[src/hdl/pdm_pkg.sv]
// pdm_pkg: register map, field layout, reset values, modes and wait table of the
// power-down mode controller.
// assumes a 32-bit axi4-lite register bus with 8-bit byte addresses.
package pdm_pkg;

  // register byte offsets
  localparam logic [7:0] OFF_MSTOP_LOW = 8'h00;  // module_stop_control_low
  localparam logic [7:0] OFF_CLK_CTRL  = 8'h04;  // system_clock_control
  localparam logic [7:0] OFF_HARDWARE_STANDBY_PIN_CTRL = 8'h08;  // standby_control
  localparam logic [7:0] OFF_WAKE_EN   = 8'h0c;  // standby_wake_enable_reg
  localparam logic [7:0] OFF_INT_CTRL  = 8'h10;  // interrupt_control
  localparam logic [7:0] OFF_STATUS    = 8'h14;  // mode and active divider, read only

  // field positions
  localparam int DIV_LSB       = 0;  // clock_division_select, 3 bits
  localparam int HARDWARE_STANDBY_PIN_SEL_BIT  = 7;  // standby_select_bit
  localparam int HOLD_BIT      = 6;  // output_hold_enable
  localparam int STAB_LSB      = 0;  // stabilisation_time_select, 4 bits
  localparam int WAKE_BIT      = 0;  // standby_wake_enable
  localparam int NMI_EDGE_BIT  = 0;  // nmi_edge_select

  // module_stop_control_low bit owners
  localparam int ADC_STOP_BIT     = 6;
  localparam int SERIAL2_STOP_BIT = 3;
  localparam int SERIAL1_STOP_BIT = 2;
  localparam int SERIAL0_STOP_BIT = 1;
  localparam int TIMER8_STOP_BIT  = 0;

  // reset values
  localparam logic [7:0] MSTOP_RST = 8'hff;
  localparam logic [2:0] DIV_RST   = 3'h0;
  localparam logic [2:0] DIV_MAX   = 3'h5;  // 1/32, higher codes are ignored
  localparam logic [3:0] STAB_RST  = 4'hf;

  // axi responses
  localparam logic [1:0] RESP_OKAY   = 2'h0;
  localparam logic [1:0] RESP_SLVERR = 2'h2;

  // wait in divider-clock states per stabilisation code, code 15 first
  localparam logic [15:0][19:0] STAB_STATES = {
    20'h80000, 20'h40000, 20'h20000, 20'h10000,
    20'h08000, 20'h04000, 20'h01000, 20'h00800,
    20'h00400, 20'h00200, 20'h00040,
    20'h00040, 20'h00040, 20'h00040, 20'h00040, 20'h00040
  };

  typedef enum logic [2:0] {
    MODE_RUN, MODE_SLEEP, MODE_SWSTBY, MODE_WAKEWAIT, MODE_RST, MODE_HWSTBY
  } pdm_mode_e;

endpackage

[src/hdl/pdm_ctrl.sv]
// pdm_ctrl: power-down mode controller with module stop, clock division, sleep,
// software standby with stabilisation wait, reset and hardware standby.
// assumes the cpu pulses sleep_req for one clock on a sleep instruction and that
// int_req and irq_req come already qualified from the interrupt controller.
//
// Overview of operation
// - module stop byte resets to all ones; bits 6,3..1,0 gate adc, serials, timer
// - writing one stops a module, writing zero releases it
// - stop changes take effect at bus cycle end; cpu keeps running
// - divider codes 1 to 5 select 1/2 to 1/32 at bus cycle end
// - divider code zero returns to full speed at bus cycle end
// - sleep instruction with standby select zero enters sleep; divider kept
// - sleep instruction with standby select one enters software standby; divider kept
// - reset pin low or watchdog reset enters reset and clears division
// - hardware standby pin low enters hardware standby from any mode
// - sleep halts cpu only; peripherals keep running
// - accepted interrupt ends sleep and starts interrupt exception
// - reset pin low in sleep gives reset; rising pin starts reset exception
// - standby stops cpu, peripherals and oscillator; serial and adc are reset
// - output hold enable chooses floating or held bus outputs in standby
// - standby wakes by nmi, reset or standby pin; irq lines need wake enable
// - wake restarts oscillator, waits programmed time, then starts interrupt exception
// - masked interrupts and transfer-controller sources never wake standby
// - reset low in standby feeds clocks at once; host holds until stable
// - codes 0 to 4 reserved; codes 5 to 15 select 64 to 524288 states
// - code 1011 selects 32768 states
// - nmi edge select zero means falling edge, one means rising edge
//
// Implementation choices: the register offsets and the AXI4-Lite interface to the registers.
`timescale 1ns/10ps

module pdm_ctrl
  import pdm_pkg::*;
#(
  parameter int unsigned STAB_SHR = 0  // right shift of the wait, shortens it in simulation
) (
  // clock, reset, enable
  input  wire  logic        clock,
  input  wire  logic        sys_rst,
  input  wire  logic        ce,
  // axi4-lite slave
  input  wire  logic [7:0]  s_axi_awaddr,
  input  wire  logic        s_axi_awvalid,
  output logic              s_axi_awready,
  input  wire  logic [31:0] s_axi_wdata,
  input  wire  logic [3:0]  s_axi_wstrb,
  input  wire  logic        s_axi_wvalid,
  output logic              s_axi_wready,
  output logic [1:0]        s_axi_bresp,
  output logic              s_axi_bvalid,
  input  wire  logic        s_axi_bready,
  input  wire  logic [7:0]  s_axi_araddr,
  input  wire  logic        s_axi_arvalid,
  output logic              s_axi_arready,
  output logic [31:0]       s_axi_rdata,
  output logic [1:0]        s_axi_rresp,
  output logic              s_axi_rvalid,
  input  wire  logic        s_axi_rready,
  // pins, asynchronous
  input  wire  logic        reset_pin_n,
  input  wire  logic        hardware_standby_pin_n,
  input  wire  logic        nmi_pin,
  // cpu and interrupt controller, same clock
  input  wire  logic        sleep_req,
  input  wire  logic        int_req,
  input  wire  logic [15:0] irq_req,
  input  wire  logic [15:0] irq_dtc_src,
  input  wire  logic        cpu_irq_mask,
  input  wire  logic        wdt_reset,
  // power control outputs
  output logic [7:0]        module_stop,
  output logic [2:0]        clk_div_sel,
  output logic              cpu_halt,
  output logic              periph_clk_stop,
  output logic              osc_stop,
  output logic              serial_adc_reset,
  output logic              bus_float,
  output logic              reset_state,
  output logic              hw_standby,
  output logic              int_exc_start,
  output logic              rst_exc_start
);

  typedef struct packed {
    pdm_mode_e   mode;
    logic [7:0]  mstop;
    logic [2:0]  div;
    logic        hardware_standby_pin_sel;
    logic        hold_out;
    logic [3:0]  stab_code;
    logic        wake_en;
    logic        nmi_rise;
    logic [19:0] cnt;
    logic        int_exc;
    logic        rst_exc;
    logic [2:0]  nmi_s;
    logic [1:0]  rpin_s;
    logic [1:0]  hpin_s;
    logic        aw_got;
    logic [7:0]  awaddr;
    logic        w_got;
    logic [7:0]  wdata;
    logic        wstrb0;
    logic        bvalid;
    logic [1:0]  bresp;
    logic        rvalid;
    logic [31:0] rdata;
    logic [1:0]  rresp;
  } pdm_state_s;

  pdm_state_s r;
  pdm_state_s n;

  logic wr_go;
  logic nmi_edge;
  logic wake_sleep;
  logic wake_hardware_standby_pin;
  logic pin_rst;
  logic pin_hw;

  // readies drop while frozen so nothing is taken that the state cannot record
  assign s_axi_awready = ce & ~r.aw_got;
  assign s_axi_wready  = ce & ~r.w_got;
  assign s_axi_arready = ce & ~r.rvalid;
  assign s_axi_bvalid  = r.bvalid;
  assign s_axi_bresp   = r.bresp;
  assign s_axi_rvalid  = r.rvalid;
  assign s_axi_rdata   = r.rdata;
  assign s_axi_rresp   = r.rresp;

  // wake qualification from synchronised pins
  assign wr_go      = r.aw_got & r.w_got & ~r.bvalid;
  assign pin_rst    = ~r.rpin_s[1];
  assign pin_hw     = ~r.hpin_s[1];
  assign nmi_edge   = r.nmi_rise ? (r.nmi_s[1] & ~r.nmi_s[2])
                                 : (~r.nmi_s[1] & r.nmi_s[2]);
  assign wake_sleep = int_req | nmi_edge;
  assign wake_hardware_standby_pin  = nmi_edge
                    | ((|(irq_req & ~irq_dtc_src)) & r.wake_en & ~cpu_irq_mask);

  // state decoded outputs
  assign module_stop      = r.mstop;
  assign clk_div_sel      = r.div;
  assign cpu_halt         = r.mode != MODE_RUN;
  assign periph_clk_stop  = r.mode inside {MODE_SWSTBY, MODE_WAKEWAIT, MODE_HWSTBY};
  assign osc_stop         = r.mode inside {MODE_SWSTBY, MODE_HWSTBY};
  assign serial_adc_reset = r.mode inside {MODE_SWSTBY, MODE_WAKEWAIT, MODE_RST,
                                           MODE_HWSTBY};
  assign bus_float        = ((r.mode inside {MODE_SWSTBY, MODE_WAKEWAIT}) & ~r.hold_out)
                          | (r.mode == MODE_HWSTBY);
  assign reset_state      = r.mode inside {MODE_RST, MODE_HWSTBY};
  assign hw_standby       = r.mode == MODE_HWSTBY;
  assign int_exc_start    = r.int_exc;
  assign rst_exc_start    = r.rst_exc;

  // next state: bus slave, register writes, mode sequence
  always_comb begin
    n         = r;
    n.int_exc = 1'b0;
    n.rst_exc = 1'b0;
    // two-flop synchronisers; the first stage feeds only the second
    n.nmi_s  = {r.nmi_s[1], r.nmi_s[0], nmi_pin};
    n.rpin_s = {r.rpin_s[0], reset_pin_n};
    n.hpin_s = {r.hpin_s[0], hardware_standby_pin_n};

    // address and data may arrive in either order
    if (s_axi_awvalid && s_axi_awready) begin
      n.aw_got = 1'b1;
      n.awaddr = s_axi_awaddr;
    end
    if (s_axi_wvalid && s_axi_wready) begin
      n.w_got  = 1'b1;
      n.wdata  = s_axi_wdata[7:0];
      n.wstrb0 = s_axi_wstrb[0];
    end
    if (r.bvalid && s_axi_bready) begin
      n.bvalid = 1'b0;
    end

    // write commits with its response: this is the end of the bus cycle
    if (wr_go) begin
      n.aw_got = 1'b0;
      n.w_got  = 1'b0;
      n.bvalid = 1'b1;
      n.bresp  = RESP_OKAY;
      unique case (r.awaddr)
        OFF_MSTOP_LOW: if (r.wstrb0) n.mstop = r.wdata;
        OFF_CLK_CTRL: begin
          if (r.wstrb0 && r.wdata[DIV_LSB +: 3] <= DIV_MAX) begin
            n.div = r.wdata[DIV_LSB +: 3];
          end
        end
        OFF_HARDWARE_STANDBY_PIN_CTRL: begin
          if (r.wstrb0) begin
            n.hardware_standby_pin_sel  = r.wdata[HARDWARE_STANDBY_PIN_SEL_BIT];
            n.hold_out  = r.wdata[HOLD_BIT];
            n.stab_code = r.wdata[STAB_LSB +: 4];
          end
        end
        OFF_WAKE_EN:  if (r.wstrb0) n.wake_en = r.wdata[WAKE_BIT];
        OFF_INT_CTRL: if (r.wstrb0) n.nmi_rise = r.wdata[NMI_EDGE_BIT];
        OFF_STATUS:   n.bresp = RESP_OKAY;  // read only, write ignored
        default:      n.bresp = RESP_SLVERR;
      endcase
    end

    // reads answer one cycle after the address is taken
    if (r.rvalid && s_axi_rready) begin
      n.rvalid = 1'b0;
    end
    if (s_axi_arvalid && s_axi_arready) begin
      n.rvalid = 1'b1;
      n.rresp  = RESP_OKAY;
      unique case (s_axi_araddr)
        OFF_MSTOP_LOW: n.rdata = {24'h000000, r.mstop};
        OFF_CLK_CTRL:  n.rdata = {29'h00000000, r.div};
        OFF_HARDWARE_STANDBY_PIN_CTRL: n.rdata = {24'h000000, r.hardware_standby_pin_sel, r.hold_out, 2'h0, r.stab_code};
        OFF_WAKE_EN:   n.rdata = {31'h00000000, r.wake_en};
        OFF_INT_CTRL:  n.rdata = {31'h00000000, r.nmi_rise};
        OFF_STATUS:    n.rdata = {26'h0000000, r.mode, r.div};
        default: begin
          n.rdata = 32'h00000000;
          n.rresp = RESP_SLVERR;
        end
      endcase
    end

    // mode sequence
    unique case (r.mode)
      MODE_RUN: begin
        if (sleep_req) begin
          n.mode = r.hardware_standby_pin_sel ? MODE_SWSTBY : MODE_SLEEP;
        end
      end
      MODE_SLEEP: begin
        if (wake_sleep) begin
          n.mode    = MODE_RUN;
          n.int_exc = 1'b1;
        end
      end
      MODE_SWSTBY: begin
        if (wake_hardware_standby_pin) begin
          n.mode = MODE_WAKEWAIT;
          n.cnt  = STAB_STATES[r.stab_code] >> STAB_SHR;
        end
      end
      MODE_WAKEWAIT: begin
        if (r.cnt == 20'h00000) begin
          n.mode    = MODE_RUN;
          n.int_exc = 1'b1;
        end else begin
          n.cnt = r.cnt - 20'h00001;
        end
      end
      MODE_RST: begin
        n.mode    = MODE_RUN;
        n.rst_exc = 1'b1;
      end
      MODE_HWSTBY: n.mode = MODE_RST;  // standby pin released: reset state follows whether or not reset is held
      // codes 6 and 7 are unused; an upset state falls back to reset, not a hang
      default:     n.mode = MODE_RST;
    endcase

    // pins override everything; reset state returns all registers to defaults
    if (pin_hw || pin_rst || wdt_reset) begin
      n.mode      = pin_hw ? MODE_HWSTBY : MODE_RST;
      n.mstop     = MSTOP_RST;
      n.div       = DIV_RST;
      n.hardware_standby_pin_sel  = 1'b0;
      n.hold_out  = 1'b0;
      n.stab_code = STAB_RST;
      n.wake_en   = 1'b0;
      n.nmi_rise  = 1'b0;
      n.cnt       = 20'h00000;
      n.int_exc   = 1'b0;
      n.rst_exc   = 1'b0;
    end
  end

  // state register; reset acts regardless of the clock enable
  always_ff @(posedge clock) begin
    if (sys_rst) begin
      r           <= '0;
      r.mode      <= MODE_RST;
      r.mstop     <= MSTOP_RST;
      r.div       <= DIV_RST;
      r.stab_code <= STAB_RST;
      r.hpin_s    <= 2'h3;
    end else if (ce) begin
      r <= n;
    end
  end

  logic in_run;
  logic pins_ok;
  assign in_run  = r.mode == MODE_RUN;
  assign pins_ok = ~pin_hw & ~pin_rst & ~wdt_reset;
endmodule

[config.mk]
export PLATFORM = sky130hd
export DESIGN_NAME = pdm_ctrl
export DESIGN_NICKNAME = d
export VERILOG_FILES = /design/src/hdl/pdm_pkg.sv /design/src/hdl/pdm_ctrl.sv
export SDC_FILE = /design/constraint.sdc
export NUM_CORES = 1
export LEC_CHECK = 0
export BUFFER_PORTS_ARGS = -buffer_cell sky130_fd_sc_hd__buf_4
export CELL_PAD_IN_SITES_DETAIL_PLACEMENT = 1
export CELL_PAD_IN_SITES_GLOBAL_PLACEMENT = 1
export CORE_ASPECT_RATIO = 0.5
export CORE_UTILIZATION = 40
export DETAILED_ROUTE_END_ITERATION = 10
export PLACE_DENSITY = 0.94
export SLEW_MARGIN = 40
export SYNTH_ARGS = -nofsm -noshare
export SYNTH_HDL_FRONTEND = slang
export SYNTH_SLANG_ARGS = --single-unit
[constraint.sdc]
create_clock -name clock -period 6.93 [get_ports clock]
set_input_delay 1.386 -clock clock [delete_from_list [all_inputs] [get_ports clock]]
set_output_delay 1.386 -clock clock [all_outputs]
set_load 0.05 [all_outputs]
Word level (Yosys, flattened, before mapping)
Memories as Yosys holds them, arrays and structs flattened. A register that Yosys moved wholly into a read port is not among the register bits.
Index checks and enable logic that the tools add are counted.
Word-level totals
  register bits: 108
  bits in latches: 0
  RAM bits: 0
  ROM bits: 320
  logic and storage cells: 162
  memories: 1
Cells by class
  add/subtract/negate cells: 1
  multipliers: 0
  div/mod/pow operators: 0
  magnitude comparators: 2
  equal/unequal tests: 20
  shift-type cells: 0
  mux-type cells: 40
  bitwise operators: 25
  reductions and logical operators: 49
Memories
  (name not given): words 16, bits a word 20, read ports 1, clocked after memory_dff 1, wr ports 0, RTL line pdm_ctrl.sv:244  | n.cnt = STAB_STATES[r.stab_code] >> STAB_SHR;
Operators with widths (number)
  two-way mux 20 bit: 3
  case mux 8 bit (6 select lines): 1
  two-way mux 44 bit: 1
  case mux 20 bit (2 select lines): 1
  two-way mux 35 bit: 1
  == test 8 x 4 -> 1 bit, second input constant: 4
  == test 8 x 5 -> 1 bit, second input constant: 4
  nonzero test 2 bit: 15
  AND reduction 4 bit: 6
  two-way mux 3 bit: 7
  zero test 20 bit: 1
  subtractor 20 x 1 -> 20 bit, second input constant: 1
  two-way mux 19 bit: 1
  AND 16 bit: 1
  == test 8 x 3 -> 1 bit, second input constant: 2
  zero test 8 bit: 2
  two-way mux 8 bit: 2
  inverter 16 bit: 1
  AND reduction 2 bit: 8
  OR reduction 16 bit: 1
  case mux 3 bit (5 select lines): 1
  two-way mux 1 bit: 12
  two-way mux 6 bit: 2
  OR reduction 6 bit: 2
  other kinds (22): 57

Depth between registers and ports, before layout
  depth in word-level cells: 11
  gate-level depth with buffers: 9
  mapped depth without buffers: 8

Least setup slack after synthesis
Ideal clock, no wire load.
  path kind: input to output
  from: input ce
  to: output s_axi_awready
  data arrival time: 2.844 ns
  required time: 5.544 ns
  setup slack: 2.700 ns
  cell stages on the path: 3
  buffers on the path: 2
  cells stage by stage: buf_1 buf_1 nor2b_1
On the way
  word-level cells in the longest chain between the ends: 1
Ends and longest elaborated chain
  start: declaration: RTL line pdm_ctrl.sv:40  | input wire logic ce,
  AND 1 bit: RTL line pdm_ctrl.sv:122  | assign s_axi_awready = ce & ~r.aw_got;
  end: declaration: RTL line pdm_ctrl.sv:44  | output logic s_axi_awready,
No other way between the ends.

==> reports/qor.txt <==
Fraction of registers with async set/reset -> 0%
Insertion delay to the later sink of the worst-skew pair -> 0.36 ns
Period utilisation layout -> 54.5%
First-pass GRT wire length -> 27.0 mm
R2r worst-path depth -> 7
Minimum clock period -> 3.77 ns
Post-synth top area cell -> dfxtp_1
Filler cell count in the final layout -> 1456
Worst EP arrival -> 4.06 ns
Remaining Overflow, GRT -> 0
Synth top area cells -> dfxtp_1, buf_4, nor2_1
Post-synth EDFFs -> 0
Wirelength per Cell -> 20.4 µm
Layout Skew -> 0.0107 ns
Tightest Hold Check Type -> flip-flop to flip-flop
CP Capture Type -> flip-flop
Post-Route WL -> 17.2 mm
GP Congestion -> 0.801
DRT Pass-1 Iters -> 5
Rel. slew slack -> 44.2%
Initial Util -> 41.4%
Deepest clock path buffer count -> 2
PwrDens -> 211 nW/µm²
Mean area per synthesized cell -> 8.06 µm²
Clock Sink Count -> 93
Post-synth cell types -> 64
DP HPWL -> 11.0 mm
Num rows -> 28
Crit path from -> wdt_reset
Die area -> 12900 µm²
Largest net degree at the start of global routing -> 80
Worst r2r src -> r[66]
Post-cts sizing count -> 0
Vias per inst -> 5.97
Total power -> 0.00123 W
Status -> completed
Fin. Hold Viols -> 0
Top cell type's share of synthesized area -> 37.6%
Global Route Usage Sum -> 26.9%
TritonCTS clock tree -> done
Highest net fanout along the worst path -> 15
Final count of negative-setup-slack endpoints -> 0
Clock root cell -> clkbuf_16
Post-synth top cells -> dfxtp_1, nor2_1, nand2_1
Yosys reg bits -> 93
Maxcap violations -> 0
DRT iter0 DRCs -> 526
Critical R2R Capture -> r[84]
Initial antenna violation count -> 1
RSZ-0062 raised after global routing -> no
Yosys Warn Count -> 0
Total number of vias -> 5038
DIE WIDTH -> 159 µm
Worst Setup Path Type -> input pin to flip-flop
Clock transition at the registers of the reported paths -> 0.07 ns
Chip height -> 80.7 µm
P_leak -> 2.41 nW
Post-Synthesis Cell Area -> 4950 µm²
Number of global-route vias before repair -> 5122
Area taken by multi-input logic gates -> 2630 µm²
# port buffers -> 106
Sequential cell area -> 1860 µm²
Hold_buf cts -> 0
Reg2reg setup slack -> 3.85 ns
H-tree depth -> 3
Fin nets -> 775
Antenna viol nets, final -> 0
Count leader, synth -> dfxtp_1
Num ports -> 160
Post-Syn Instances -> 614
Top FF cell, synth -> dfxtp_1
Post-CTS Setup Inserts -> 0
Area delta synth->final -> 18.4%
Layout cells sized above 1 -> 21.5%
Worst-Margin Slew -> 0.836 ns
Fin. max-slew vios -> 0
Max IR drop VDD -> 109 µV
Startpoint types -> input pin
CP required -> 7.21 ns
CTS Buf Count -> 9
Setup tns final -> 0 ns
F_max -> 265 MHz
Post-synthesis sequential area ratio -> 37.6%
Core Area -> 11900 µm²
Antenna cells -> 0
# DRC -> 0
-- critical path, stage by stage --
cell and delay (ns):
buf_4 0.11, nand3b_1 0.45, buf_4 0.37, and2_1 0.31, a31oi_2 0.55, a22oi_1 0.35
or2_2 0.40, nor2_1 0.11
-- metal layers --
metal,global-route usage [%],wire [µm]
met5,0,0
met4,14.5,707
met3,6.82,1200
met2,47.8,8440
met1,30.3,6840
-- through the flow --
step | hold slack (ns) | utilization [%] | instance area (µm²) | setup slack, ns | std cells
after global routing | 0.477 | 49.0 | 5860 | 3.06 | 844
final | 0.466 | 49.0 | 5860 | 3.16 | 844
after global placement | 0.443 | 46.5 | 5560 | 3.03 | 827
after detailed placement | 0.455 | 46.6 | 5560 | 2.97 | 828
after CTS | 0.466 | 49.0 | 5850 | 3.14 | 844
after floorplan | 0.432 | - | 5040 | 2.70 | 639
-- cells in the final DEF (no fill, tap or decap), types with 5 or more instances in the layout --
cell,n
or4_1,6
mux2i_1,21
inv_1,12
buf_4,108
nand3_1,13
o21ai_0,36
nand4_1,6
nor2_1,71
dfxtp_1,93
or2_2,7
conb_1,26
clkbuf_16,9
a21oi_1,42
a22oi_1,15
nor2b_1,20
nand2_1,51
nor3_1,28
nor4_1,8
o31ai_1,11
a2111oi_0,5
o211ai_1,8
-- worst min path at each step --
stage | from | endpoint | slack, ns | cells past startpoint
global placement | r[38] | r[38] | 0.44 | 2
floorplan | r[38] | r[38] | 0.43 | 2
CTS | r[43] | r[43] | 0.47 | 2
global route | r[43] | r[43] | 0.48 | 2
detailed placement | r[43] | r[43] | 0.45 | 2
finish | r[43] | r[43] | 0.47 | 2
-- cell type report --
type | instances | share of cell area (%)
clock buffers | 10 | 4.08
clock inverters | 6 | 0.897
inverters | 12 | 0.769
multi-input cells | 449 | 44.9
flip-flops and latches | 93 | 31.8
well taps | 165 | 3.52
repair buffers | 109 | 14.0
-- power by group --
group	switching, W	internal (W)	total (W)
clock network	0.000236	0.000260	0.000496
logic	0.000120	0.0000597	0.000180
registers	0.0000132	0.000545	0.000558
total	0.000369	0.000865	0.00123
-- cells by family (layout without fill, tap and decap cells) --
group,count (synthesis),count (layout),synth area share [%]
AOI/OAI and AO/OA,149,149,20.0
xor gates and xnor gates,1,1,0.177
adders and majority gates,2,2,0.505
buffers and inverters,97,137,11.1
DFF,93,93,37.6
muxes,25,25,5.16
other,1,26,0.0758
and+or+nand+nor,246,246,25.3
Note: power is estimated with default switching activity, not from simulation.
